### config.mk
export PLATFORM = sky130hd
export DESIGN_NAME = ucc_top
export DESIGN_NICKNAME = d
export VERILOG_FILES = /design/src/rtl/ucc_pkg.sv /design/src/rtl/ucc_top.sv
export SDC_FILE = /design/constraint.sdc
export NUM_CORES = 1
export LEC_CHECK = 0
export BUFFER_PORTS_ARGS = -buffer_cell sky130_fd_sc_hd__buf_2
export CAP_MARGIN = 10
export CELL_PAD_IN_SITES_DETAIL_PLACEMENT = 1
export CELL_PAD_IN_SITES_GLOBAL_PLACEMENT = 2
export CORE_MARGIN = 2
export CORE_UTILIZATION = 30
export DETAILED_ROUTE_END_ITERATION = 12
export GPL_ROUTABILITY_DRIVEN = 1
export GPL_TIMING_DRIVEN = 0
export PLACE_DENSITY_LB_ADDON = 0.1
export SLEW_MARGIN = 20
export SYNTH_ARGS = -nofsm -noshare
export SYNTH_HDL_FRONTEND = slang
export SYNTH_SLANG_ARGS = --single-unit
### constraint.sdc
create_clock -name ref_clk -period 2.2 [get_ports ref_clk]
set_clock_uncertainty 0.15 [all_clocks]
set_input_delay 0.44 -clock ref_clk [delete_from_list [all_inputs] [get_ports ref_clk]]
set_output_delay 0.44 -clock ref_clk [all_outputs]
set_load 0.02 [all_outputs]
### src/rtl/ucc_pkg.sv
/*
  Package for the serial control/configuration block: register offsets,
  field positions, reset values, mode encodings and the config carrier.
  Assumes a byte-wide register port with byte offsets.
*/
package ucc_pkg;
  localparam logic [3:0] OFS_INT_LINE = 4'h5;
  localparam logic [3:0] OFS_ENA_MODE = 4'h6;
  localparam logic [3:0] OFS_FRAME = 4'h7;
  localparam logic [3:0] OFS_STATE = 4'h8;

  localparam logic [7:0] RST_INT_LINE = 8'h00;
  localparam logic [7:0] RST_ENA_MODE = 8'h00;
  localparam logic [7:0] RST_FRAME_ASYNC = 8'h03;
  localparam logic [7:0] RST_FRAME_SPI = 8'h00;

  // interrupt_and_line_control fields
  localparam int B_RXC_IE = 7;
  localparam int B_TXC_IE = 6;
  localparam int B_DRE_IE = 5;
  localparam int B_SF_IE = 4;
  localparam int B_LOOP = 3;
  localparam int B_ABE_IE = 2;
  localparam int B_HD_HI = 1;
  localparam int B_HD_LO = 0;
  // enable_and_receiver_mode_control fields
  localparam int B_RX_ON = 7;
  localparam int B_TX_ON = 6;
  localparam int B_SFD_EN = 4;
  localparam int B_OD_EN = 3;
  localparam int B_RXM_HI = 2;
  localparam int B_RXM_LO = 1;
  localparam int B_MP_EN = 0;
  // frame format fields
  localparam int B_CM_HI = 7;
  localparam int B_CM_LO = 6;
  localparam int B_PAR_HI = 5;
  localparam int B_PAR_LO = 4;
  localparam int B_STOP = 3;
  localparam int B_CS_HI = 2;
  localparam int B_CS_LO = 0;
  localparam int B_ORDER = 2;
  localparam int B_PHASE = 1;

  localparam logic [7:0] MASK_ENA_MODE = 8'hDF;
  localparam logic [7:0] MASK_FRAME_SPI = 8'hC6;

  typedef enum logic [1:0] {
    UCC_RXM_NORMAL = 2'h0,
    UCC_RXM_DOUBLE = 2'h1,
    UCC_RXM_GENERIC = 2'h2,
    UCC_RXM_CONSTR = 2'h3
  } ucc_rxm_e;

  typedef enum logic [1:0] {
    UCC_CM_ASYNC = 2'h0,
    UCC_CM_SYNC = 2'h1,
    UCC_CM_INFRARED = 2'h2,
    UCC_CM_MASTER_SPI_MODE = 2'h3
  } ucc_cm_e;

  localparam logic [1:0] PAR_OFF = 2'h0;
  localparam logic [1:0] PAR_EVEN = 2'h2;
  localparam logic [1:0] PAR_ODD = 2'h3;

  localparam logic [2:0] CS_5 = 3'h0;
  localparam logic [2:0] CS_8 = 3'h3;
  localparam logic [2:0] CS_9L = 3'h6;
  localparam logic [2:0] CS_9H = 3'h7;

  localparam logic [4:0] DIV_NORMAL = 5'h10;
  localparam logic [4:0] DIV_DOUBLE = 5'h08;
  localparam logic [3:0] DIV_SYNC = 4'h1;

  localparam logic [5:0] SYNC_PAIR_NOM = 6'h20;
  localparam logic [5:0] SYNC_PAIR_TOL = 6'h06;
  localparam logic [7:0] SYNC_VALUE = 8'h55;
  localparam logic [3:0] SYNC_BITS = 4'h8;

  // decoded configuration handed to the shift engines
  typedef struct packed {
    logic rx_on;
    logic tx_on;
    logic loopback_en;
    logic multiproc_filter_en;
    ucc_rxm_e receiver_speed_mode;
    ucc_cm_e comm_mode;
    logic [1:0] parity_select;
    logic stop_bit_count;
    logic [2:0] char_size;
    logic [3:0] data_bits;
    logic nine_bit_high_first;
    logic spi_bit_order;
    logic spi_clock_phase;
    logic [4:0] baud_divisor;
  } ucc_cfg_s;

  // irq requests per vector
  typedef struct packed {
    logic receive_vector;
    logic transmit_done_vector;
    logic tx_empty_vector;
  } ucc_irq_s;
endpackage : ucc_pkg

### src/rtl/ucc_top.sv
/*
  Control and configuration logic of a serial receiver/transmitter:
  control registers, interrupt request gating, loop-back, half-duplex
  direction control, open-drain pin, wake detection, enable sequencing
  and sync-character checking. Assumes the shift engines sit outside
  and report their flags and busy state synchronously on ref_clk.
*/
// Functional notes
// - receive-complete flag with its enable requests the receive vector.
// - transmit-complete flag with its enable requests the transmit-done vector.
// - transmit-buffer-empty flag with its enable requests its own vector.
// - detected start of frame with its enable requests the receive vector.
// - loop-back feeds transmit output to receiver, external receive pin ignored.
// - bad-sync flag with auto-baud error enable requests the receive vector.
// - half-duplex low bit drives direction pin high a cycle before sending.
// - half-duplex high bit makes transmit pin output a cycle before sending.
// - receiver off flushes buffer, error flags; resets auto-baud logic.
// - transmitter off takes effect once shifter and buffer are empty.
// - start detection wakes system on receive line falling edge.
// - open-drain mode only pulls the pin low, releases for one.
// - receiver mode codes; double speed divisor 8 instead of 16, async only.
// - generic auto-baud accepts sync after eight alternating bits.
// - constrained auto-baud needs each bit pair 32 +/- 6 samples, value 0x55.
// - multiprocessor mode makes receiver drop frames without address info.
// - communication mode codes; master SPI switches frame register layout.
// - parity off, even or odd; transmit appends, receive flags mismatch.
// - stop-bit setting gives one or two stop bits, transmitter only.
// - character size 5 to 8 bits, nine low- or high-first, 4 and 5 reserved.
// - master SPI bit order 0 sends most significant bit first.
// - master SPI bit order 1 sends least significant bit first.
// - master SPI clock phase picks leading or trailing sample edge.
`timescale 1ns/1ns
module ucc_top #(
  parameter int SAMPLE_W = 6
) (
  // clock and reset
  input wire logic ref_clk,
  input wire logic rst_b,
  // register port
  input wire logic [3:0] reg_addr,
  input wire logic [7:0] reg_wdata,
  input wire logic reg_wr,
  input wire logic reg_rd,
  output logic [7:0] reg_rdata,
  // status flags from the shift engines
  input wire logic rx_complete_flag,
  input wire logic tx_complete_flag,
  input wire logic tx_empty_flag,
  input wire logic bad_sync_flag,
  input wire logic tx_shift_busy,
  input wire logic tx_start,
  input wire logic tx_done,
  input wire logic tx_serial,
  // received frame and sync measurement
  input wire logic rx_frame_valid,
  input wire logic rx_frame_addr,
  input wire logic sync_bit_pair,
  input wire logic [SAMPLE_W-1:0] sync_pair_samples,
  input wire logic sync_char_valid,
  input wire logic [7:0] sync_char,
  // line pins
  input wire logic rx_pin,
  input wire logic tx_pin_in,
  output logic tx_pin_out,
  output logic tx_pin_oe,
  output logic tx_direction_pin,
  // engine-facing outputs
  output logic rx_line,
  output logic rx_flush,
  output logic autobaud_reset,
  output logic rx_frame_accept,
  output logic sync_ok,
  output logic sync_bad,
  output logic wake_req,
  output ucc_pkg::ucc_cfg_s cfg,
  output ucc_pkg::ucc_irq_s irq
);
  logic [7:0] ctla_q;
  logic [7:0] ctlb_q;
  logic [7:0] frm_async_q;
  logic [7:0] frm_spi_q;
  logic tx_active_q;
  logic tx_was_q;
  logic rx_prev_q;
  logic [3:0] sync_cnt_q;
  logic pair_err_q;
  logic master_spi_mode;
  logic rx_src;
  logic tx_eff;
  logic tx_drive;
  logic autobaud;
  logic [7:0] frm_view;
  logic [5:0] pair_diff;

  localparam int B_CM_HI_L = ucc_pkg::B_CM_HI;
  localparam int B_CM_LO_L = ucc_pkg::B_CM_LO;
  assign master_spi_mode = (frm_async_q[B_CM_HI_L:B_CM_LO_L] == ucc_pkg::UCC_CM_MASTER_SPI_MODE);
  assign frm_view = master_spi_mode ? frm_spi_q : frm_async_q;
  assign autobaud = ctlb_q[ucc_pkg::B_RXM_HI];

  // register writes
  always_ff @(posedge ref_clk) begin
    if (!rst_b) begin
      ctla_q <= ucc_pkg::RST_INT_LINE;
      ctlb_q <= ucc_pkg::RST_ENA_MODE;
      frm_async_q <= ucc_pkg::RST_FRAME_ASYNC;
      frm_spi_q <= ucc_pkg::RST_FRAME_SPI;
    end else if (reg_wr) begin
      case (reg_addr)
        ucc_pkg::OFS_INT_LINE: ctla_q <= reg_wdata;
        ucc_pkg::OFS_ENA_MODE: ctlb_q <= reg_wdata & ucc_pkg::MASK_ENA_MODE;
        ucc_pkg::OFS_FRAME: begin
          // mode field shared by both layouts
          frm_async_q[B_CM_HI_L:B_CM_LO_L] <= reg_wdata[B_CM_HI_L:B_CM_LO_L];
          frm_spi_q <= reg_wdata & ucc_pkg::MASK_FRAME_SPI;
          if (reg_wdata[B_CM_HI_L:B_CM_LO_L] != ucc_pkg::UCC_CM_MASTER_SPI_MODE) begin
            frm_async_q[ucc_pkg::B_PAR_HI:ucc_pkg::B_CS_LO] <=
              reg_wdata[ucc_pkg::B_PAR_HI:ucc_pkg::B_CS_LO];
          end
        end
        default: ;
      endcase
    end
  end

  // register reads, data in the following cycle
  always_ff @(posedge ref_clk) begin
    if (!rst_b) begin
      reg_rdata <= 8'h00;
    end else if (reg_rd) begin
      case (reg_addr)
        ucc_pkg::OFS_INT_LINE: reg_rdata <= ctla_q;
        ucc_pkg::OFS_ENA_MODE: reg_rdata <= {ctlb_q[7], tx_eff, ctlb_q[5:0]};
        ucc_pkg::OFS_FRAME: reg_rdata <= frm_view;
        ucc_pkg::OFS_STATE: reg_rdata <= {2'h0, sync_cnt_q, tx_active_q, tx_drive};
        default: reg_rdata <= 8'h00;
      endcase
    end else begin
      reg_rdata <= 8'h00;
    end
  end

  // transmitter stays on until shifter and buffer drain
  assign tx_eff = ctlb_q[ucc_pkg::B_TX_ON] |
    (tx_was_q & (tx_shift_busy | ~tx_empty_flag));

  // holds the transmitter on only if it was on before
  always_ff @(posedge ref_clk) begin
    if (!rst_b) begin
      tx_was_q <= 1'b0;
    end else begin
      tx_was_q <= tx_eff;
    end
  end

  // transmission window, opened the cycle after tx_start
  always_ff @(posedge ref_clk) begin
    if (!rst_b) begin
      tx_active_q <= 1'b0;
    end else if (tx_start) begin
      tx_active_q <= 1'b1;
    end else if (tx_done) begin
      tx_active_q <= 1'b0;
    end
  end

  // pin only drives in the tx_start cycle and inside the window in that mode
  assign tx_drive = tx_eff &
    (~ctla_q[ucc_pkg::B_HD_HI] | tx_active_q | tx_start);

  // line outputs
  always_ff @(posedge ref_clk) begin
    if (!rst_b) begin
      tx_pin_out <= 1'b1;
      tx_pin_oe <= 1'b0;
      tx_direction_pin <= 1'b0;
    end else begin
      if (ctlb_q[ucc_pkg::B_OD_EN]) begin
        tx_pin_out <= 1'b0;
        tx_pin_oe <= tx_drive & ~tx_serial;
      end else begin
        tx_pin_out <= tx_serial;
        tx_pin_oe <= tx_drive;
      end
      tx_direction_pin <= ctla_q[ucc_pkg::B_HD_LO] & (tx_start | (tx_active_q & ~tx_done));
    end
  end

  assign rx_src = ctla_q[ucc_pkg::B_LOOP] ? tx_serial : rx_pin;

  // receiver side
  always_ff @(posedge ref_clk) begin
    if (!rst_b) begin
      rx_line <= 1'b1;
      rx_prev_q <= 1'b1;
      rx_flush <= 1'b1;
      autobaud_reset <= 1'b1;
      rx_frame_accept <= 1'b0;
      wake_req <= 1'b0;
    end else begin
      rx_line <= rx_src;
      rx_prev_q <= rx_src;
      // flush while receiver is off, auto-baud reset too if an auto-baud mode is set
      rx_flush <= ~ctlb_q[ucc_pkg::B_RX_ON];
      autobaud_reset <= ~ctlb_q[ucc_pkg::B_RX_ON] & autobaud;
      // drop non-address frames in multiprocessor mode
      rx_frame_accept <= rx_frame_valid & ctlb_q[ucc_pkg::B_RX_ON] &
        (~ctlb_q[ucc_pkg::B_MP_EN] | rx_frame_addr);
      wake_req <= ctlb_q[ucc_pkg::B_SFD_EN] & ~master_spi_mode & rx_prev_q & ~rx_src;
    end
  end

  assign pair_diff = (sync_pair_samples > ucc_pkg::SYNC_PAIR_NOM) ?
    6'(sync_pair_samples - ucc_pkg::SYNC_PAIR_NOM) :
    6'(ucc_pkg::SYNC_PAIR_NOM - sync_pair_samples);

  always_ff @(posedge ref_clk) begin
    if (!rst_b || !ctlb_q[ucc_pkg::B_RX_ON] || !autobaud) begin
      sync_cnt_q <= 4'h0;
      pair_err_q <= 1'b0;
      sync_ok <= 1'b0;
      sync_bad <= 1'b0;
    end else begin
      sync_ok <= 1'b0;
      sync_bad <= 1'b0;
      if (sync_bit_pair && sync_cnt_q < ucc_pkg::SYNC_BITS) begin
        sync_cnt_q <= sync_cnt_q + 4'h2;
        if (ctlb_q[ucc_pkg::B_RXM_LO] && pair_diff > ucc_pkg::SYNC_PAIR_TOL) begin
          pair_err_q <= 1'b1;
        end
      end
      if (sync_char_valid) begin
        sync_cnt_q <= 4'h0;
        pair_err_q <= 1'b0;
        if (ctlb_q[ucc_pkg::B_RXM_LO]) begin
          // constrained: value and pairs must both hold
          sync_ok <= ~pair_err_q & (sync_char == ucc_pkg::SYNC_VALUE) &
            (sync_cnt_q == ucc_pkg::SYNC_BITS);
          sync_bad <= pair_err_q | (sync_char != ucc_pkg::SYNC_VALUE) |
            (sync_cnt_q != ucc_pkg::SYNC_BITS);
        end else begin
          sync_ok <= (sync_cnt_q == ucc_pkg::SYNC_BITS);
          sync_bad <= (sync_cnt_q != ucc_pkg::SYNC_BITS);
        end
      end
    end
  end

  // decoded configuration
  always_ff @(posedge ref_clk) begin
    if (!rst_b) begin
      cfg <= '0;
    end else begin
      cfg.rx_on <= ctlb_q[ucc_pkg::B_RX_ON];
      cfg.tx_on <= tx_eff;
      cfg.loopback_en <= ctla_q[ucc_pkg::B_LOOP];
      cfg.multiproc_filter_en <= ctlb_q[ucc_pkg::B_MP_EN];
      cfg.receiver_speed_mode <= ucc_pkg::ucc_rxm_e'(ctlb_q[ucc_pkg::B_RXM_HI:ucc_pkg::B_RXM_LO]);
      cfg.comm_mode <= ucc_pkg::ucc_cm_e'(frm_async_q[B_CM_HI_L:B_CM_LO_L]);
      // parity, reserved code treated as off
      cfg.parity_select <= (frm_async_q[ucc_pkg::B_PAR_HI] && !master_spi_mode) ?
        frm_async_q[ucc_pkg::B_PAR_HI:ucc_pkg::B_PAR_LO] : ucc_pkg::PAR_OFF;
      cfg.stop_bit_count <= frm_async_q[ucc_pkg::B_STOP];
      cfg.char_size <= frm_async_q[ucc_pkg::B_CS_HI:ucc_pkg::B_CS_LO];
      // character size decode, reserved codes fall back to eight
      case (frm_async_q[ucc_pkg::B_CS_HI:ucc_pkg::B_CS_LO])
        ucc_pkg::CS_9L, ucc_pkg::CS_9H: cfg.data_bits <= 4'h9;
        3'h4, 3'h5: cfg.data_bits <= 4'h8;
        default: cfg.data_bits <= 4'h5 + {1'b0, frm_async_q[ucc_pkg::B_CS_HI:ucc_pkg::B_CS_LO]};
      endcase
      cfg.nine_bit_high_first <=
        (frm_async_q[ucc_pkg::B_CS_HI:ucc_pkg::B_CS_LO] == ucc_pkg::CS_9H);
      cfg.spi_bit_order <= master_spi_mode & frm_spi_q[ucc_pkg::B_ORDER];
      cfg.spi_clock_phase <= master_spi_mode & frm_spi_q[ucc_pkg::B_PHASE];
      // double speed only in asynchronous modes
      if (frm_async_q[B_CM_HI_L:B_CM_LO_L] == ucc_pkg::UCC_CM_SYNC || master_spi_mode) begin
        cfg.baud_divisor <= {1'b0, ucc_pkg::DIV_SYNC};
      end else if (ctlb_q[ucc_pkg::B_RXM_HI:ucc_pkg::B_RXM_LO] == ucc_pkg::UCC_RXM_DOUBLE) begin
        cfg.baud_divisor <= ucc_pkg::DIV_DOUBLE;
      end else begin
        cfg.baud_divisor <= ucc_pkg::DIV_NORMAL;
      end
    end
  end

  // interrupt requests per vector
  always_ff @(posedge ref_clk) begin
    if (!rst_b) begin
      irq <= '0;
    end else begin
      // receive vector OR of enabled causes
      irq.receive_vector <= (ctla_q[ucc_pkg::B_RXC_IE] & rx_complete_flag) |
        (ctla_q[ucc_pkg::B_SF_IE] & wake_req) |
        (ctla_q[ucc_pkg::B_ABE_IE] & bad_sync_flag);
      irq.transmit_done_vector <= ctla_q[ucc_pkg::B_TXC_IE] & tx_complete_flag;
      irq.tx_empty_vector <= ctla_q[ucc_pkg::B_DRE_IE] & tx_empty_flag;
    end
  end
endmodule : ucc_top

# Word level (Yosys, flattened, before mapping)
# Index checks and enable logic that the tools add are counted.
# word_totals
output_inout_bits,47
word_cells,137
register_bits,80
# op_classes
bitwise,41
magnitude_cmp,3
n_reduce_logical,23
n_mux,13
add_sub_neg,4
n_eq_ne,16
# op_table
op,count
8-bit case mux with 4 select lines,1
1-bit bitwise AND,20
"3-bit == test, second input constant",4
"4-bit by 3-bit == test with 1-bit output, second input constant",3
2-bit AND reduction,6
1-bit NOT,11
1-bit bitwise OR,10
2-bit OR reduction,5
"4-bit == test, second input constant",2
"8-bit by 7-bit == test with 1-bit output, second input constant",1
1-bit 2-to-1 mux,8
8-bit 2-to-1 mux,1
"8-bit by 7-bit inequality test with 1-bit output, second input constant",1
4-bit case mux with 2 select lines,1
"6-bit by 3-bit > comparator with 1-bit output, second input constant",1
"6-bit > comparator, second input constant",1
6-bit 2-to-1 mux,1
"6-bit subtractor, first input constant",1
"6-bit subtractor, second input constant",1
5-bit 2-to-1 mux,1
"3-bit by 3-bit adder with 4-bit output, first input constant",1
"4-bit by 2-bit adder with 4-bit output, second input constant",1
"2-bit by 1-bit == test with 1-bit output, second input constant",2
1-bit zero test,4
other kinds (8),12

# Logic depth before layout (Yosys ltp)
# depth
word_depth,7
depth_mapped,6

# Least setup slack after synthesis
# Ideal clock, no wire load.
# synth_timing
path_kind,input-to-reg
start,input port sync_pair_samples[0]
end,register pair_err_q
arrival_ps,1416
slack_ps,500
path_stages,6
cell_sequence,inv_1 -> ha_1 -> nor4_1 -> nor3b_1 -> a2111oi_0 -> a211oi_1
# synth_via
elab_chain_len,5
elab_cells_between_ends,7
cone_classes,add/sub (2); order compare (2); mux (1); reduce/logical (2)
# synth_lines
item,line_no,source
from (decl),ucc_top.sv:58,"input wire logic [SAMPLE_W-1:0] sync_pair_samples,"
"6-bit subtractor, or another cell as far along",ucc_top.sv:215,6'(ucc_pkg::SYNC_PAIR_NOM - sync_pair_samples);
6-bit 2-to-1 mux *,ucc_top.sv:213,assign pair_diff = (sync_pair_samples > ucc_pkg::SYNC_PAIR_NOM) ?
6-bit by 3-bit > comparator with 1-bit output *,ucc_top.sv:228,if (ctlb_q[ucc_pkg::B_RXM_LO] && pair_diff > ucc_pkg::SYNC_PAIR_TOL) begin
1-bit logical AND *,ucc_top.sv:228,
2-bit AND reduction (no line) *,n/a,
to (signal assigned),ucc_top.sv:220,pair_err_q <= 1'b0;
to (signal assigned),ucc_top.sv:229,pair_err_q <= 1'b1;
to (signal assigned),ucc_top.sv:234,pair_err_q <= 1'b0;
to (decl),ucc_top.sv:86,logic pair_err_q;
# Mark *: on every way between the ends. The rest lies on a longest branch, timed or not.
# A chain may end at the register's enable or synchronous reset.

# Final worst setup path
# layout_timing
start,input port rst_b
end,register frm_async_q[4]
# layout_rtl
item,line_no,source
from (decl),ucc_top.sv:38,"input wire logic rst_b,"
to (signal assigned),ucc_top.sv:106,frm_async_q <= ucc_pkg::RST_FRAME_ASYNC;
"to (signal, indexed assignment)",ucc_top.sv:114,frm_async_q[B_CM_HI_L:B_CM_LO_L] <= reg_wdata[B_CM_HI_L:B_CM_LO_L];
"to (signal, indexed assignment)",ucc_top.sv:117,frm_async_q[ucc_pkg::B_PAR_HI:ucc_pkg::B_CS_LO] <=
to (decl),ucc_top.sv:80,logic [7:0] frm_async_q;
# No word-level cell between the ends.

==> impl_metrics.json <==
{
  "status": "finished clean",
  "p_clk_frac": 0.399,
  "drt-initial-drc-count": 79,
  "critPathKind": "in -> reg",
  "globalplace.congestion": 0.798,
  "vias": 2538,
  "grt_pass1_vias": 2552,
  "yosysTopAreaCell": "dfxtp_1",
  "synthCells": 306,
  "hold_path_class": "in -> reg",
  "drt-wirelength-per-cell_um": 16.5,
  "io_buffer_count": 86,
  "antenna_found_initial": 0,
  "ys_types": 45,
  "core_mm2": 0.00928,
  "grt.overflow.total": 0,
  "power_density_mw_per_mm2": 715,
  "p_sw_mw": 0.663,
  "hold_buffers": 0,
  "numCtsBuffers": 9,
  "grt_max_degree": 14,
  "syn_area_mm2": 0.00289,
  "dieArea_mm2": 0.0104,
  "worst_slack_ns": 0.244,
  "final-max-slew-violation-count": 0,
  "internal_power_mw": 1.97,
  "setup_viol": 0,
  "synth_area_leaders": "dfxtp_1 52%, mux2i_1 5.5%, nor2_1 4.7%, ha_1 3.9%, a21oi_1 3.8%",
  "grt_usage": 0.180,
  "cts.sinks": 75,
  "synthArstFlopShare": 0,
  "io_pins": 91,
  "wirelength_um": 8840,
  "seq_power_share": 0.527,
  "finalPower_mw": 2.63,
  "tritoncts": "done",
  "maxCapViolations": 0,
  "die_w_um": 102,
  "crit_arrival_ns": 2.09,
  "crit_required_ns": 2.33,
  "finalNonFillerCells": 537,
  "final_net_count": 457,
  "pre_cts_ws_ns": -0.237,
  "clk_pin_slew_ns": 0.08,
  "syn_avg_cell_area_um2": 9.45,
  "cp_max_fo": 10,
  "tns_ns": 0,
  "placedCellCount": 522,
  "fill_cells": 1135,
  "drc": 0,
  "hpwlAfterDp_um": 6690,
  "yosysSeqAreaShare": 0.519,
  "fp.dieH_um": 102,
  "combPwrFrac": 0.074,
  "post-route-util": 0.396,
  "ir_drop_v": 0.000231,
  "drive_gt1_frac": 0.270,
  "multi_input_area_mm2": 0.00127,
  "yosys_register_bits": 75,
  "start_util": 0.312,
  "post_cts_buffers": 0,
  "clock_latency_ns": 0.35,
  "synth_edf_count": 0,
  "cp-end-kind": "register",
  "period_share": 0.889,
  "clk_root_buffer_cell": "clkbuf_8",
  "register_area_mm2": 0.00150,
  "power_leakage_nw": 1.61,
  "drtPass1Iterations": 4,
  "rsz0062_at_grt": "no",
  "diodes": 0,
  "clock_tree.buffer_depth": 2,
  "start_kind": "input pin",
  "ys.flop_type": "dfxtp_1",
  "relSlewSlack": 0.601,
  "cts_htree_levels": 3,
  "yosysTopAreaCellShare": 0.519,
  "period_minus_slack_ns": 1.96,
  "syn2layout_area_growth_pct": 27.2,
  "ctsResizeCount": 0,
  "vias_per_cell": 4.73,
  "worst_pin_slew_ns": 0.599,
  "finalHoldViolCount": 0,
  "fmax_ghz": 0.511,
  "sw_frac_of_total": 0.252,
  "grt_pass1_wl_um": 13800,
  "rows": 35,
  "antenna_left": 0,
  "yosys_warnings": 0
}
-- Yosys cell counts, drive strengths merged (2+ instances only) --
master,number
clkbuf,7
and2,13
a21oi,22
nand2,23
nor4,2
a211oi,5
a32oi,2
and3,5
dfxtp,75
buf,7
o22a,2
nand2b,3
a2111oi,2
nor2,36
a222oi,3
nor3b,5
o21ai,5
mux2i,16
a32o,2
ha,9
inv,13
nand4b,2
nor2b,6
a22o,2
nand3,18
a22oi,2
nor3,2
-- metal layers --
layer  up-vias  GRT usage  wire [um]
li1       1253          -          -
met1      1205      0.234       4000
met2        71      0.301       4280
met3         9     0.0431        464
met4         0     0.0462         93
met5         -          0          0
-- power by group through the flow --
stage                     Clock [mW]  Combinational, mW  Sequential, mW
after floorplan                    0             0.0860            1.43
after global placement             0              0.194            1.42
after detailed placement           0              0.197            1.42
after CTS                       1.08              0.198            1.39
after global routing            1.14              0.217            1.39
final                           1.05              0.195            1.39
-- per-stage QoR --
stage / cell area [um2] / hold WS, ns
floorplan: 2900 / 0.285
global placement: 3490 / 0.295
detailed placement: 3490 / 0.310
CTS: 3680 / 0.168
global route: 3680 / 0.170
finish: 3680 / 0.170
-- worst max-delay path, cell delays in order --
cell	delay, ns
buf_2	0.08
clkbuf_1	0.46
clkinv_1	0.51
clkbuf_1	0.39
a21oi_1	0.19
-- sequential cells by signal (all words and copies together) (netlist names) --
signal            cells
wake_req              1
frm_spi_q             2
sync_bad              1
irq                   3
tx_direction_pin      1
pair_err_q            1
tx_pin_oe             1
reg_rdata             8
rx_flush              1
sync_ok               1
rx_prev_q             1
cfg                  24
tx_pin_out            1
autobaud_reset        1
sync_cnt_q            3
ctlb_q                7
tx_active_q           1
ctla_q                8
rx_frame_accept       1
frm_async_q           8
-- worst paths after layout --
check	slack [ns]	cells after the start	from	end
setup / recovery	0.24	5	rst_b	frm_async_q[4]
hold reg to reg	0.32	2	frm_async_q[5]	frm_async_q[5]
hold / removal	0.17	2	tx_complete_flag	irq[1]
setup reg to reg	0.56	4	frm_async_q[6]	reg_rdata[1]
-- kinds of logic after synthesis --
kind of cell,after synthesis,synth area share
xor gates and xnor gates,1,0.00303
AOI/OAI and AO/OA,51,0.118
DFF,75,0.519
and+or+nand+nor,125,0.223
adders and majority gates,9,0.0389
other,1,0.00130
buffers and inverters,28,0.0420
muxes,16,0.0554
-- cell type report --
class	count	area share
inverters	14	0.0143
plain buffers	14	0.0187
repair buffers	86	0.117
flip-flops and latches	75	0.408
clock inverters	6	0.0184
clock buffers	9	0.0337
multi-input cells	204	0.346
well taps	129	0.0439
-- cell usage in the layout, fill, tap and decap left out, drive strengths merged, types with 3 or more instances in the layout --
| master | instances |
|---|---|
| nand2b | 3 |
| dfxtp | 75 |
| nand2 | 23 |
| mux2i | 16 |
| buf | 93 |
| a21oi | 22 |
| clkinv | 4 |
| nor3b | 5 |
| o21ai | 5 |
| nor2 | 36 |
| inv | 13 |
| ha | 9 |
| nor2b | 6 |
| nand3 | 18 |
| and3 | 5 |
| a211oi | 5 |
| and2 | 13 |
| clkbuf | 16 |
| a222oi | 3 |
No activity file was read; power rests on OpenSTA's default activity.
